`config.mk`:
```
export PLATFORM = sky130hd
export DESIGN_NAME = pts_sequencer
export DESIGN_NICKNAME = d
export VERILOG_FILES = /design/src/pkg/pts_pkg.sv /design/src/pkg/pts_mem_if.sv /design/src/logic/pts_queue_mem.sv /design/src/logic/pts_sequencer.sv
export SDC_FILE = /design/constraint.sdc
export NUM_CORES = 1
export LEC_CHECK = 0
export ABC_AREA = 1
export BUFFER_PORTS_ARGS = -buffer_cell sky130_fd_sc_hd__buf_2
export CAP_MARGIN = 20
export CORE_UTILIZATION = 30
export CTS_BUF_LIST = sky130_fd_sc_hd__clkbuf_8 sky130_fd_sc_hd__clkbuf_16
export DETAILED_ROUTE_END_ITERATION = 7
export PLACE_DENSITY = 0.43
export SYNTH_ARGS = -nofsm -noshare
export SYNTH_HDL_FRONTEND = slang
export SYNTH_SLANG_ARGS = --single-unit
```
`constraint.sdc`:
```
create_clock -name sys_clk -period 3.6 [get_ports sys_clk]
set_input_delay 0.36 -clock sys_clk [delete_from_list [all_inputs] [get_ports sys_clk]]
set_output_delay 0.36 -clock sys_clk [all_outputs]
set_load 0.02 [all_outputs]
```
`src/pkg/pts_pkg.sv`:
```
// constants, opcodes and register map of the trigger sequencer
package pts_pkg;
	localparam int QDEPTH = 16;
	localparam int QAW    = 4;
	localparam int AW     = 8;

	// register byte offsets
	localparam logic [AW-1:0] OFS_CTRL  = 8'h00;
	localparam logic [AW-1:0] OFS_STAT  = 8'h04;
	localparam logic [AW-1:0] OFS_SDLIM = 8'h08;
	localparam logic [AW-1:0] OFS_C0LIM = 8'h0C;
	localparam logic [AW-1:0] OFS_C1LIM = 8'h10;
	localparam logic [AW-1:0] OFS_T0LIM = 8'h14;
	localparam logic [AW-1:0] OFS_T1LIM = 8'h18;
	localparam logic [AW-1:0] OFS_WDLIM = 8'h1C;
	localparam logic [AW-1:0] OFS_QUEUE = 8'h40;

	// control field positions
	localparam int B_EN    = 0;
	localparam int B_START = 1;
	localparam int B_SSTEP = 2;
	localparam int B_FALL  = 3;
	localparam int B_DIV   = 8;
	localparam int W_DIV   = 4;

	// status field positions
	localparam int B_PC   = 0;
	localparam int B_BUSY = 4;
	localparam int B_WAIT = 5;
	localparam int B_CNT0 = 16;

	// reset values
	localparam logic [15:0] RST_LIM  = 16'h0000;
	localparam logic [3:0]  RST_DIV  = 4'h0;

	// step command opcodes, upper nibble
	localparam logic [3:0] OP_NOP   = 4'h0;
	localparam logic [3:0] OP_WTRIG = 4'h1;
	localparam logic [3:0] OP_TRIG  = 4'h2;
	localparam logic [3:0] OP_WTMR  = 4'h3;
	localparam logic [3:0] OP_IRQ   = 4'h4;
	localparam logic [3:0] OP_JMPC0 = 4'h5;
	localparam logic [3:0] OP_JMPC1 = 4'h6;
	localparam logic [3:0] OP_JMP   = 4'h7;
	localparam logic [3:0] OP_HALT  = 4'h8;

	typedef enum logic [2:0] {
		ST_IDLE,
		ST_FETCH,
		ST_EXEC,
		ST_WAIT,
		ST_DELAY
	} pts_state_e;
endpackage

```
`src/pkg/pts_mem_if.sv`:
```
// queue memory carrier between sequencer and storage
`timescale 1ns/1ps
interface pts_mem_if;
	import pts_pkg::*;
	logic           wrEn;
	logic [QAW-1:0] wrAddr;
	logic [7:0]     wrData;
	logic [QAW-1:0] rdAddr;
	logic [7:0]     rdData;
	modport ctl (output wrEn, wrAddr, wrData, rdAddr, input rdData);
	modport mem (input wrEn, wrAddr, wrData, rdAddr, output rdData);
endinterface

```
`src/logic/pts_queue_mem.sv`:
```
// step queue storage with registered read data
`timescale 1ns/1ps
module pts_queue_mem
	import pts_pkg::*;
(
	// clock and reset
	input  wire logic sys_clk,
	input  wire logic nrst,
	// memory port
	pts_mem_if.mem    port
);
	logic [7:0] mem [QDEPTH];
	logic [7:0] rdData_r;

	always_ff @(posedge sys_clk) begin
		if (port.wrEn) begin
			mem[port.wrAddr] <= port.wrData;
		end
	end

	always_ff @(posedge sys_clk or negedge nrst) begin
		if (!nrst) begin
			rdData_r <= 8'h00;
		end else begin
			rdData_r <= mem[port.rdAddr];
		end
	end

	assign port.rdData = rdData_r;
endmodule

```
`src/logic/pts_sequencer.sv`:
```
// trigger sequencer top: apb registers, step engine, timers
//
// The address map and the APB register port were chosen for this implementation.
`timescale 1ns/1ps
module pts_sequencer
	import pts_pkg::*;
#(
	parameter int TRIG_IN_W  = 8,
	parameter int TRIG_OUT_W = 8
)(
	// clock and reset
	input  wire logic                  sys_clk,
	input  wire logic                  nrst,
	// apb slave
	input  wire logic                  psel,
	input  wire logic                  penable,
	input  wire logic                  pwrite,
	input  wire logic [AW-1:0]         paddr,
	input  wire logic [31:0]           pwdata,
	output logic      [31:0]           prdata,
	output logic                       pready,
	output logic                       pslverr,
	// peripheral triggers
	input  wire logic [TRIG_IN_W-1:0]  trigIn,
	output logic      [TRIG_OUT_W-1:0] trigOut,
	// processor requests and status
	output logic      [3:0]            irqReq,
	output logic                       stepIrq,
	output logic                       wdtIrq,
	output logic                       busy
);
	if (TRIG_IN_W < 6 || TRIG_IN_W > 16 || TRIG_OUT_W < 6 ||
			TRIG_OUT_W > 16) begin : g_chk
		$error("trigger widths must be 6 to 16");
	end

	function automatic logic sel16(input logic [15:0] v,
			input logic [3:0] i);
		sel16 = v[i];
	endfunction

	pts_mem_if qif ();
	pts_queue_mem u_mem (
		.sys_clk (sys_clk),
		.nrst    (nrst),
		.port    (qif.mem)
	);

	// control and limit registers
	logic             en_r, start_r, sstep_r, fall_r;
	logic [W_DIV-1:0] div_r;
	logic [15:0]      sdLim_r, c0Lim_r, c1Lim_r, t0Lim_r, t1Lim_r, wdLim_r;
	logic [31:0]      prdata_r;
	// engine state
	pts_state_e       st_r, st_nxt;
	logic [QAW-1:0]   pc_r, pc_nxt, npc_r, npc_nxt;
	logic [15:0]      sdCnt_r, sdCnt_nxt, wd_r, wd_nxt;
	logic [15:0]      t0_r, t0_nxt, t1_r, t1_nxt;
	logic [15:0]      c0_r, c0_nxt, c1_r, c1_nxt;
	logic [TRIG_OUT_W-1:0] tOut_r, tOut_nxt;
	logic [3:0]       irq_r, irq_nxt;
	logic             sIrq_r, sIrq_nxt, wIrq_r, wIrq_nxt, halt;
	logic [W_DIV-1:0] divCnt_r;
	logic [TRIG_IN_W-1:0] sync1_r, sync2_r, prev_r;
	logic             edgeLatch_r;

	// apb decode
	wire setup   = psel & ~penable;
	wire access  = psel & penable;
	wire wrAcc   = access & pwrite;
	wire isQueue = (paddr[AW-1:6] == OFS_QUEUE[AW-1:6]) && (paddr[1:0] == 2'b00);
	wire mapped  = isQueue || (paddr[AW-1:5] == 3'b000 && paddr[1:0] == 2'b00);
	wire wrCtrl  = wrAcc && paddr == OFS_CTRL;
	wire run     = en_r & start_r;
	wire locked  = run;
	wire wrSd    = wrAcc && paddr == OFS_SDLIM && !locked;
	wire wrC0    = wrAcc && paddr == OFS_C0LIM && !locked;
	wire wrC1    = wrAcc && paddr == OFS_C1LIM;
	wire wrT0    = wrAcc && paddr == OFS_T0LIM;
	wire wrT1    = wrAcc && paddr == OFS_T1LIM;
	wire wrWd    = wrAcc && paddr == OFS_WDLIM;
	wire tick    = (divCnt_r == div_r);
	wire [3:0] cmdOp  = qif.rdData[7:4];
	wire [3:0] cmdArg = qif.rdData[3:0];

	// trigger edge select
	wire [TRIG_IN_W-1:0] rise  = sync2_r & ~prev_r;
	wire [TRIG_IN_W-1:0] fall  = ~sync2_r & prev_r;
	wire [15:0] edgeVec = 16'(fall_r ? fall : rise);
	wire edgeNow = (st_r == ST_WAIT) && sel16(edgeVec, cmdArg);
	wire edgeAny = edgeNow | edgeLatch_r;

	assign qif.wrEn   = wrAcc & isQueue;
	assign qif.wrAddr = paddr[QAW+1:2];
	assign qif.wrData = pwdata[7:0];
	assign qif.rdAddr = pc_r;

	// register read mux
	wire [31:0] statWord = {c0_r, 10'h000, (st_r == ST_WAIT), run,
		pc_r};
	wire [31:0] ctrlWord = {20'h00000, div_r, 4'h0, fall_r, sstep_r,
		start_r, en_r};
	wire [31:0] rdMux =
		paddr == OFS_CTRL  ? ctrlWord :
		paddr == OFS_STAT  ? statWord :
		paddr == OFS_SDLIM ? {16'h0000, sdLim_r} :
		paddr == OFS_C0LIM ? {16'h0000, c0Lim_r} :
		paddr == OFS_C1LIM ? {16'h0000, c1Lim_r} :
		paddr == OFS_T0LIM ? {16'h0000, t0Lim_r} :
		paddr == OFS_T1LIM ? {16'h0000, t1Lim_r} :
		paddr == OFS_WDLIM ? {16'h0000, wdLim_r} : 32'h00000000;

	assign pready  = 1'b1;
	assign pslverr = access & ~mapped;
	assign prdata  = prdata_r;
	assign trigOut = tOut_r;
	assign irqReq  = irq_r;
	assign stepIrq = sIrq_r;
	assign wdtIrq  = wIrq_r;
	assign busy    = run;

	always_ff @(posedge sys_clk or negedge nrst) begin
		if (!nrst) begin
			prdata_r <= 32'h00000000;
		end else if (setup) begin
			prdata_r <= rdMux;
		end
	end

	// control register; a start set beats a halt in the same cycle
	always_ff @(posedge sys_clk or negedge nrst) begin
		if (!nrst) begin
			en_r    <= 1'b0;
			start_r <= 1'b0;
			sstep_r <= 1'b0;
			fall_r  <= 1'b0;
			div_r   <= RST_DIV;
		end else if (wrCtrl) begin
			en_r    <= pwdata[B_EN];
			start_r <= pwdata[B_START];
			sstep_r <= pwdata[B_SSTEP];
			fall_r  <= pwdata[B_FALL];
			div_r   <= pwdata[B_DIV +: W_DIV];
		end else if (halt) begin
			start_r <= 1'b0;
		end
	end

	always_ff @(posedge sys_clk or negedge nrst) begin
		if (!nrst) begin
			sdLim_r <= RST_LIM;
			c0Lim_r <= RST_LIM;
			c1Lim_r <= RST_LIM;
			t0Lim_r <= RST_LIM;
			t1Lim_r <= RST_LIM;
			wdLim_r <= RST_LIM;
		end else begin
			if (wrSd) sdLim_r <= pwdata[15:0];
			if (wrC0) c0Lim_r <= pwdata[15:0];
			if (wrC1) c1Lim_r <= pwdata[15:0];
			if (wrT0) t0Lim_r <= pwdata[15:0];
			if (wrT1) t1Lim_r <= pwdata[15:0];
			if (wrWd) wdLim_r <= pwdata[15:0];
		end
	end

	// sequencer clock divider and trigger synchronisers
	always_ff @(posedge sys_clk or negedge nrst) begin
		if (!nrst) begin
			divCnt_r    <= '0;
			sync1_r     <= '0;
			sync2_r     <= '0;
			prev_r      <= '0;
			edgeLatch_r <= 1'b0;
		end else begin
			divCnt_r    <= tick ? '0 : divCnt_r + 1'b1;
			sync1_r     <= trigIn;
			sync2_r     <= sync1_r;
			prev_r      <= sync2_r;
			edgeLatch_r <= (st_r == ST_WAIT) && (edgeNow || edgeLatch_r);
		end
	end

	// step engine next state
	always_comb begin
		st_nxt    = st_r;
		pc_nxt    = pc_r;
		npc_nxt   = npc_r;
		sdCnt_nxt = sdCnt_r;
		wd_nxt    = wd_r;
		t0_nxt    = t0_r;
		t1_nxt    = t1_r;
		c0_nxt    = c0_r;
		c1_nxt    = c1_r;
		tOut_nxt  = '0;
		irq_nxt   = 4'h0;
		sIrq_nxt  = 1'b0;
		wIrq_nxt  = 1'b0;
		halt      = 1'b0;
		if (!run) begin
			st_nxt = ST_IDLE;
		end else if (tick) begin
			case (st_r)
			ST_IDLE: begin
				st_nxt = ST_FETCH;
				pc_nxt = '0;
				c0_nxt = '0;
				c1_nxt = '0;
			end
			ST_FETCH: st_nxt = ST_EXEC;
			ST_EXEC: begin
				npc_nxt   = pc_r + 1'b1;
				sdCnt_nxt = '0;
				wd_nxt    = '0;
				st_nxt    = ST_DELAY;
				case (cmdOp)
				OP_WTRIG: st_nxt = ST_WAIT;
				OP_WTMR: begin
					st_nxt = ST_WAIT;
					t0_nxt = '0;
					t1_nxt = '0;
				end
				OP_TRIG: tOut_nxt = TRIG_OUT_W'(1) << cmdArg;
				OP_IRQ: irq_nxt = 4'h1 << cmdArg[1:0];
				OP_JMPC0: begin
					if (c0_r != c0Lim_r) begin
						c0_nxt  = c0_r + 16'h0001;
						npc_nxt = cmdArg;
					end else begin
						c0_nxt = '0;
					end
				end
				OP_JMPC1: begin
					if (c1_r != c1Lim_r) begin
						c1_nxt  = c1_r + 16'h0001;
						npc_nxt = cmdArg;
					end else begin
						c1_nxt = '0;
					end
				end
				OP_JMP: npc_nxt = cmdArg;
				OP_HALT: begin
					halt   = 1'b1;
					st_nxt = ST_IDLE;
				end
				default: ;
				endcase
			end
			ST_WAIT: begin
				wd_nxt = wd_r + 16'h0001;
				if (wdLim_r != 16'h0000 && wd_r == wdLim_r) begin
					wIrq_nxt = 1'b1;
					halt     = 1'b1;
					st_nxt   = ST_IDLE;
				end else if (cmdOp == OP_WTRIG) begin
					if (edgeAny) st_nxt = ST_DELAY;
				end else if (!cmdArg[0]) begin
					if (t0_r == t0Lim_r) st_nxt = ST_DELAY;
					else t0_nxt = t0_r + 16'h0001;
				end else begin
					if (t1_r == t1Lim_r) st_nxt = ST_DELAY;
					else t1_nxt = t1_r + 16'h0001;
				end
			end
			ST_DELAY: begin
				if (sdCnt_r == sdLim_r) begin
					st_nxt   = ST_FETCH;
					pc_nxt   = npc_r;
					sIrq_nxt = sstep_r;
				end else begin
					sdCnt_nxt = sdCnt_r + 16'h0001;
				end
			end
			default: st_nxt = ST_IDLE;
			endcase
		end
	end

	always_ff @(posedge sys_clk or negedge nrst) begin
		if (!nrst) begin
			st_r    <= ST_IDLE;
			pc_r    <= '0;
			npc_r   <= '0;
			sdCnt_r <= '0;
			wd_r    <= '0;
			{t0_r, t1_r, c0_r, c1_r} <= '0;
			tOut_r  <= '0;
			irq_r   <= 4'h0;
			sIrq_r  <= 1'b0;
			wIrq_r  <= 1'b0;
		end else begin
			st_r    <= st_nxt;
			pc_r    <= pc_nxt;
			npc_r   <= npc_nxt;
			sdCnt_r <= sdCnt_nxt;
			wd_r    <= wd_nxt;
			{t0_r, t1_r, c0_r, c1_r} <= {t0_nxt, t1_nxt, c0_nxt, c1_nxt};
			tOut_r  <= tOut_nxt;
			irq_r   <= irq_nxt;
			sIrq_r  <= sIrq_nxt;
			wIrq_r  <= wIrq_nxt;
		end
	end

	// checks on engine behaviour
	a_sdlim_locked: assert property (@(posedge sys_clk) disable iff (!nrst)
		(run && wrAcc && paddr == OFS_SDLIM) |=> $stable(sdLim_r))
		else $error("step delay limit changed while running");
	a_c0lim_locked: assert property (@(posedge sys_clk) disable iff (!nrst)
		(run && wrAcc && paddr == OFS_C0LIM) |=> $stable(c0Lim_r))
		else $error("counter0 limit changed while running");
	a_delay_exit: assert property (@(posedge sys_clk) disable iff (!nrst)
		(run && tick && st_r == ST_DELAY && sdCnt_r == sdLim_r)
		|=> st_r == ST_FETCH && pc_r == $past(npc_r))
		else $error("delay did not end at its limit");
	a_delay_bound: assert property (@(posedge sys_clk) disable iff (!nrst)
		st_r == ST_DELAY |-> sdCnt_r <= sdLim_r)
		else $error("delay count passed its limit");
	a_next_ascend: assert property (@(posedge sys_clk) disable iff (!nrst)
		(run && tick && st_r == ST_EXEC && cmdOp == OP_NOP)
		|=> npc_r == $past(pc_r) + 4'h1)
		else $error("next entry is not the following one");
	a_trig_pulse: assert property (@(posedge sys_clk) disable iff (!nrst)
		trigOut != '0 |-> $past(st_r) == ST_EXEC ##1 trigOut == '0)
		else $error("trigger output not a single pulse");
	a_irq_cause: assert property (@(posedge sys_clk) disable iff (!nrst)
		irqReq != 4'h0 |-> $past(cmdOp) == OP_IRQ && $onehot(irqReq))
		else $error("interrupt request without its step");
	a_step_irq: assert property (@(posedge sys_clk) disable iff (!nrst)
		stepIrq |-> $past(sstep_r) && st_r == ST_FETCH)
		else $error("step interrupt outside single step");
	a_wdt_halt: assert property (@(posedge sys_clk) disable iff (!nrst)
		wdtIrq |-> st_r == ST_IDLE && !start_r)
		else $error("watchdog did not halt the sequence");
	a_jump_c0: assert property (@(posedge sys_clk) disable iff (!nrst)
		(run && tick && st_r == ST_EXEC && cmdOp == OP_JMPC0 &&
		c0_r != c0Lim_r) |=> npc_r == $past(cmdArg))
		else $error("counter0 jump not taken");
	c_trig_out: cover property (@(posedge sys_clk) disable iff (!nrst)
		trigOut != '0);
	c_jump_c0: cover property (@(posedge sys_clk) disable iff (!nrst)
		st_r == ST_EXEC && cmdOp == OP_JMPC0 && c0_r != c0Lim_r && tick);
	c_wdt: cover property (@(posedge sys_clk) disable iff (!nrst) wdtIrq);
	c_step_irq: cover property (@(posedge sys_clk) disable iff (!nrst)
		stepIrq);
endmodule

```
[Word-level counts from Yosys, hierarchy flattened]
Memories as Yosys holds them, arrays and structs flattened. A register that Yosys moved wholly into a read port is not among the register bits.
Index checks and enable logic that the tools add are counted.
Storage, ports and cells
  input bits: 53
  RAM bits: 128
  register bits after elaboration: 286
  memories kept: 1
  word-level logic and storage cells: 208
  output and inout bits: 49
Memories
  u_mem.mem: words 16, width 8, rd ports 1, clocked after memory_dff 1, wr ports 1, line pts_queue_mem.sv:12  | logic [7:0] mem [QDEPTH];
Cells by class
  $add $sub $neg: 8
  multiplexer cells: 72
  reductions and logical operators: 38
  shift-type cells: 2
  equality and inequality tests: 43
  bitwise logic cells: 13
  magnitude comparators: 1
Operator list (number)
  $mux W16: 20
  $pmux W16 S2: 6
  $add A16 B1 Y16 const B: 6
  $eq A16 B16 Y1: 4
  $mux W32: 2
  $mux W8: 5
  $eq A8 B5 Y1 const B: 4
  $mux W4: 8
  $ne A16 B16 Y1: 2
  $mux W3: 9
  $and A8 B8 Y8: 2
  $eq A4 B3 Y1 const B: 4
  $eq A8 B4 Y1 const B: 2
  $mux W1: 16
  $ne A2 B2 Y1 const B: 8
  $not A8 Y8: 2
  $reduce_and A4 Y1: 4
  $reduce_and A8 Y1: 2
  $reduce_bool A16 Y1: 1
  $pmux W3 S5: 1
  $logic_and A1 B1 Y1: 14
  $pmux W4 S3: 1
  $reduce_bool A2 Y1: 5
  $add A4 B1 Y4 const B: 2
  32 further kinds: 47

[Longest topological paths before layout]
  depth in word-level cells: 13
  gate-level depth with buffers: 15
  mapped depth without buffers: 15

[By module]
From an unflattened synthesis, not the netlist that was laid out.
Second synthesis, totals
  cell total of the unflattened synthesis: 2530
  area total of the unflattened synthesis: 21012.7 um^2
Modules (own cells, without submodules)
  pts_sequencer: sequential area each 7156.9 um^2, instances 1, area each 15205.8 um^2, cells each 1979
  pts_queue_mem: sequential area each 4043.9 um^2, instances 1, area each 5806.8 um^2, cells each 551

[Least setup slack after synthesis]
Ideal clock, no wire load.
  kind: input port to flip-flop
  start: in paddr[1]
  end: mem u_mem.mem[0][0], enable pin
  stages on the path: 5
  library setup time: 0.370 ns
  data required time: 3.230 ns
  arrival time: 1.520 ns
  buffers on the path: 0
  setup slack: 1.710 ns
  cell sequence: nor2_1 -> inv_1 -> nor4_1 -> nand3_1 -> nor2_1
Between the ends
  word-level cells in the longest chain between the ends: 5
Ends and longest elaborated chain
  from (decl): line pts_sequencer.sv:18  | input wire logic [AW-1:0] paddr,
  $logic_not A2 Y1: line pts_sequencer.sv:71  | wire isQueue = (paddr[AW-1:6] == OFS_QUEUE[AW-1:6]) && (paddr[1:0] == 2'b00);
  $logic_and A1 B1 Y1: line pts_sequencer.sv:71
  $and A1 B1 Y1: line pts_sequencer.sv:93  | assign qif.wrEn = wrAcc & isQueue;
  $mux W1: line pts_queue_mem.sv:16  | if (port.wrEn) begin
  $mux W1 (not written as such): line pts_queue_mem.sv:17  | mem[port.wrAddr] <= port.wrData;
  to (decl): line pts_queue_mem.sv:12
No other way between the ends.

[Worst setup path in the final report]
  start: reg st_r[1]
  end: reg t0_r[5]
Between the ends
  word-level cells in the longest chain between the ends: 3
  elaborated cells on any way between the ends: 10
  classes of those cells: eq/ne (7); mux (1); reduce/logical (2)
Ends and longest elaborated chain
  from (decl): line pts_sequencer.sv:55  | pts_state_e st_r, st_nxt;
  from (signal assigned): line pts_sequencer.sv:292  | st_r <= st_nxt;
  $eq A3 B2 Y1: line pts_sequencer.sv:203  | case (st_r)
  $ne A2 B1 Y1 (no source line), or another cell as far along
  $reduce_and A8 Y1 (no source line)
  to (signal assigned): line pts_sequencer.sv:297  | {t0_r, t1_r, c0_r, c1_r} <= {t0_nxt, t1_nxt, c0_nxt, c1_nxt};
  to (decl): line pts_sequencer.sv:58  | logic [15:0] t0_r, t0_nxt, t1_r, t1_nxt;
Several ways; a longest one is shown, not always the timed one.
A chain may end at the register's enable or synchronous reset.

==> impl_results.rst <==
.. list-table::
   :header-rows: 1

   * - Metric
     - Value
   * - Status
     - finished clean
   * - Worst-Skew Late Latency
     - 0.60 ns
   * - Maximum number of pins on one net before global-route repair
     - 88
   * - Placed wire-length estimate
     - 45400 um
   * - Biggest fanout along the worst timing path
     - 20
   * - Peak supply drop
     - 0.329 mV
   * - Vias after detailed routing
     - 16.2k
   * - Seq/Total Area, Yosys
     - 55.3%
   * - Required @ worst endpoint
     - 4.10 ns
   * - Arrival time at the worst endpoint
     - 3.14 ns
   * - Storage element area
     - 11200 um^2
   * - Die footprint
     - 68500 um^2
   * - # diodes
     - 0
   * - Clock-pin slew on the worst setup and hold paths
     - 0.06 ns
   * - Highest clock rate
     - 379 MHz
   * - Setup crit end kind
     - flip-flop
   * - Total leakage power
     - 9.83 nW
   * - Number of instances in the synthesized netlist
     - 2280
   * - Router iterations before antenna repair
     - 5
   * - Synth Register Bits
     - 422
   * - Number of endpoints failing setup at the final stage
     - 0
   * - Cell at the slowest stage of the critical path
     - sky130_fd_sc_hd__clkinv_1
   * - Proportion of layout cells with a drive suffix above 1
     - 9.35%
   * - Commonest non-fill, non-tap cells in the layout
     - sky130_fd_sc_hd__nand2_1 (495), sky130_fd_sc_hd__dfrtp_1 (292), sky130_fd_sc_hd__o21ai_0 (236)
   * - Utilization of the core after routing
     - 35.3%
   * - Fraction of the mapped netlist area in compound gates
     - 11.7%
   * - Register with the most flip-flops
     - u_mem.mem
   * - Net count of the finished layout
     - 2440
   * - Total global-route track usage
     - 18.7%
   * - Clock sink total
     - 422
   * - Top Ports
     - 102
   * - Total power per unit cell area
     - 443 nW/um^2
   * - Mapped Nets
     - 2341
   * - Crit Path Category
     - reg2reg
   * - Mapped Area
     - 20200 um^2
   * - Unrepaired setup endpoints after global routing
     - false
   * - Clock tree from TritonCTS
     - built
   * - Antenna Nets Post-Route
     - 0
   * - Basic-gate share of the synthesized area counting and, or, nand and nor cells
     - 20.7%
   * - First-pass GRT wire length
     - 96300 um
   * - Leading cell type in the layout, fill and taps excluded
     - sky130_fd_sc_hd__nand2_1
   * - Fillers
     - 6848
   * - Core outline area
     - 66200 um^2
   * - Synth async-reset ratio
     - 69.7%
   * - Post-synthesis share of cell area spent on full adders, half adders and majority gates
     - 0.495%
   * - WL per Instance
     - 19.4 um
   * - Number of warnings issued by yosys
     - 0
   * - Number of DRC violations after detailed routing
     - 0
   * - Number of levels the H-tree was split into
     - 2
   * - Initial DRC Count
     - 1505
   * - DR vias/cell
     - 4.95
   * - Relative slew slack
     - 32.3%
   * - Die width
     - 262 um
   * - Total count of hold-check failures in the final report
     - 0
   * - I/O Buffers
     - 84
   * - Area of the multi-input gates
     - 7820 um^2
   * - CP Launch Type
     - flip-flop
   * - Initial cell density of the core
     - 30.6%
   * - EDFF count, synth
     - 128
   * - Count of pins over their slew limit
     - 0
   * - Post-synthesis mux area share
     - 1.24%
   * - Detailed-route wire length
     - 63600 um
   * - FP Rows
     - 94
   * - Flip-flop count of the largest register, all copies and words added
     - 128
   * - Overall overflow remaining after global route
     - 0
   * - Final clock period utilization by the worst path
     - 73.4%
   * - Mean cell area of the mapped netlist
     - 8.88 um^2
   * - RePlAce Congestion
     - 0.868
   * - Worst path most repeated cell
     - sky130_fd_sc_hd__nand2_1
   * - Number of maximum-capacitance constraint violations
     - 0
   * - Min-delay worst type
     - in2reg
   * - Setup tns final
     - 0 ns
   * - Number of antenna violations at the first check in global routing
     - 2
   * - Maximum buffer depth of the clock tree
     - 3
   * - Post-route minimum period
     - 2.64 ns
   * - Cell at the root of the clock tree
     - sky130_fd_sc_hd__clkbuf_16
   * - Post-synthesis cell type count
     - 49
   * - Area added between synthesis and finish
     - 15.4%
   * - Largest family of logic cells by synthesized area
     - simple AND/OR/NAND/NOR gates
   * - Vias in the first global route
     - 15.3k
   * - Die span in y
     - 262 um
   * - CP peak stage delay
     - 0.52 ns
   * - Top FF cell, synth
     - sky130_fd_sc_hd__dfrtp_1
   * - Crit path cell chain
     - inv_1 > nor2_2 > nand2_1 > clkinv_1 > a21oi_1 > nand2_1 > inv_2 > nand3_1 > o21ai_0
   * - Worst-margin pin slew
     - 1.01 ns
   * - Post-Route Skew
     - 0.0190 ns
   * - Xor/xnor cell area share of the yosys netlist
     - 4.54%
   * - Total clock buffers created by CTS
     - 49
cells in the mapped netlist (3+ instances only):
library cell               instances  area [um^2]
sky130_fd_sc_hd__o21ai_0         236         1180
sky130_fd_sc_hd__nand4_1          44          275
sky130_fd_sc_hd__mux2i_1          25          250
sky130_fd_sc_hd__nand3_1         130          651
sky130_fd_sc_hd__o32ai_1           4         35.0
sky130_fd_sc_hd__inv_2             4         15.0
sky130_fd_sc_hd__clkbuf_1         63          236
sky130_fd_sc_hd__buf_2            10         50.1
sky130_fd_sc_hd__nand2_2           3         18.8
sky130_fd_sc_hd__buf_4             3         22.5
sky130_fd_sc_hd__xor2_1           57          499
sky130_fd_sc_hd__xnor2_1          48          420
sky130_fd_sc_hd__a211oi_1          5         37.5
sky130_fd_sc_hd__clkinv_1          5         18.8
sky130_fd_sc_hd__nor3_1           37          185
sky130_fd_sc_hd__nor4_1           15         93.8
sky130_fd_sc_hd__nor2_2            5         31.3
sky130_fd_sc_hd__a21oi_1          94          470
sky130_fd_sc_hd__nor2_1          231          867
sky130_fd_sc_hd__o211ai_1          8         60.1
sky130_fd_sc_hd__edfxtp_1        128         3840
sky130_fd_sc_hd__o21ai_1           6         30.0
sky130_fd_sc_hd__nand2_1         495         1860
sky130_fd_sc_hd__dfrtp_1         294         7360
sky130_fd_sc_hd__nor3_2            4         40.0
sky130_fd_sc_hd__o31ai_1          17          128
sky130_fd_sc_hd__o221ai_1         25          219
sky130_fd_sc_hd__nand3b_1          6         45.0
sky130_fd_sc_hd__inv_1           221          830
sky130_fd_sc_hd__o22ai_1          22          138
sky130_fd_sc_hd__ha_1              8          100
area by class of cell:
cell class | instances | share of cell area, %
sequential | 422 | 48.0
multi-input combinational | 1546 | 33.5
clock buffer | 54 | 5.54
tap | 864 | 4.63
inverter | 232 | 3.76
timing repair buffer | 128 | 3.57
clock inverter | 35 | 1.07
per-layer routing:
layer / global-route usage, % / share of wire, % / vias to the layer above
met5: 0 / 0 / -
met4: 5.36 / 2.6 / 0
met3: 2.50 / 4.7 / 95
met2: 29.8 / 46 / 386
met1: 26.3 / 47 / 7904
li1: - / - / 7844
metrics by stage:
stage | setup slack [ns] | std cells | total power [mW] | hold WS, ns | instance area, um^2
2_1_floorplan | 1.71 | 2280 | 5.34 | 0.0644 | 20200
6_report | 0.958 | 3281 | 10.4 | 0.186 | 23400
3_3_place_gp | 0.991 | 3183 | 5.60 | 0.334 | 21700
5_1_grt | 0.703 | 3281 | 10.7 | 0.171 | 23400
4_1_cts | 0.917 | 3281 | 10.5 | 0.149 | 23400
3_5_place_dp | 0.947 | 3183 | 5.61 | 0.335 | 21700
critical path: cells and delay by family (launching register included):
family	cells	cell delay, ns
DFF	1	0.39
and+or+nand+nor	4	0.67
AOI/OAI and AO/OA	2	0.43
buffers and inverters	3	1.04
cell families (layout without fill, tap and decap cells):
logic type,count (synthesis),in the layout
buffers and inverters,312,449
adders and majority gates,8,8
AOI/OAI and AO/OA,424,424
xor gates and xnor gates,105,105
DFF,422,422
and+or+nand+nor,983,983
muxes,25,25
other,1,1
timing repair:
| item | 4_1_cts | 5_1_grt |
|---|---|---|
| setup buffers | 0 | 0 |
| resized for setup | 0 | 0 |
| hold buffers | 9 | 0 |
| hold endpoints to repair | 89 | 0 |
final timing paths:
path                            cells after the start               to  startpoint  slack, ns
worst max register to register                      9          t0_r[5]     st_r[1]       0.96
worst max-delay path                                9          t0_r[5]     st_r[1]       0.96
worst min-delay path                                1  u_mem.mem[2][3]   pwdata[3]       0.19
max in group asynchronous                           3       prdata[17]        nrst       2.35
worst min register to register                      0       sync2_r[7]  sync1_r[7]       0.34
min in group asynchronous                           2          t0_r[4]        nrst       0.38
report_power, final:
| group | internal [mW] | leakage, nW | switching [mW] |
|---|---|---|---|
| sequential | 5.00 | 5.17 | 0.0477 |
| combinational | 0.123 | 3.86 | 0.349 |
| clock | 2.73 | 0.807 | 2.11 |
Power figures use the tool's default switching activity.
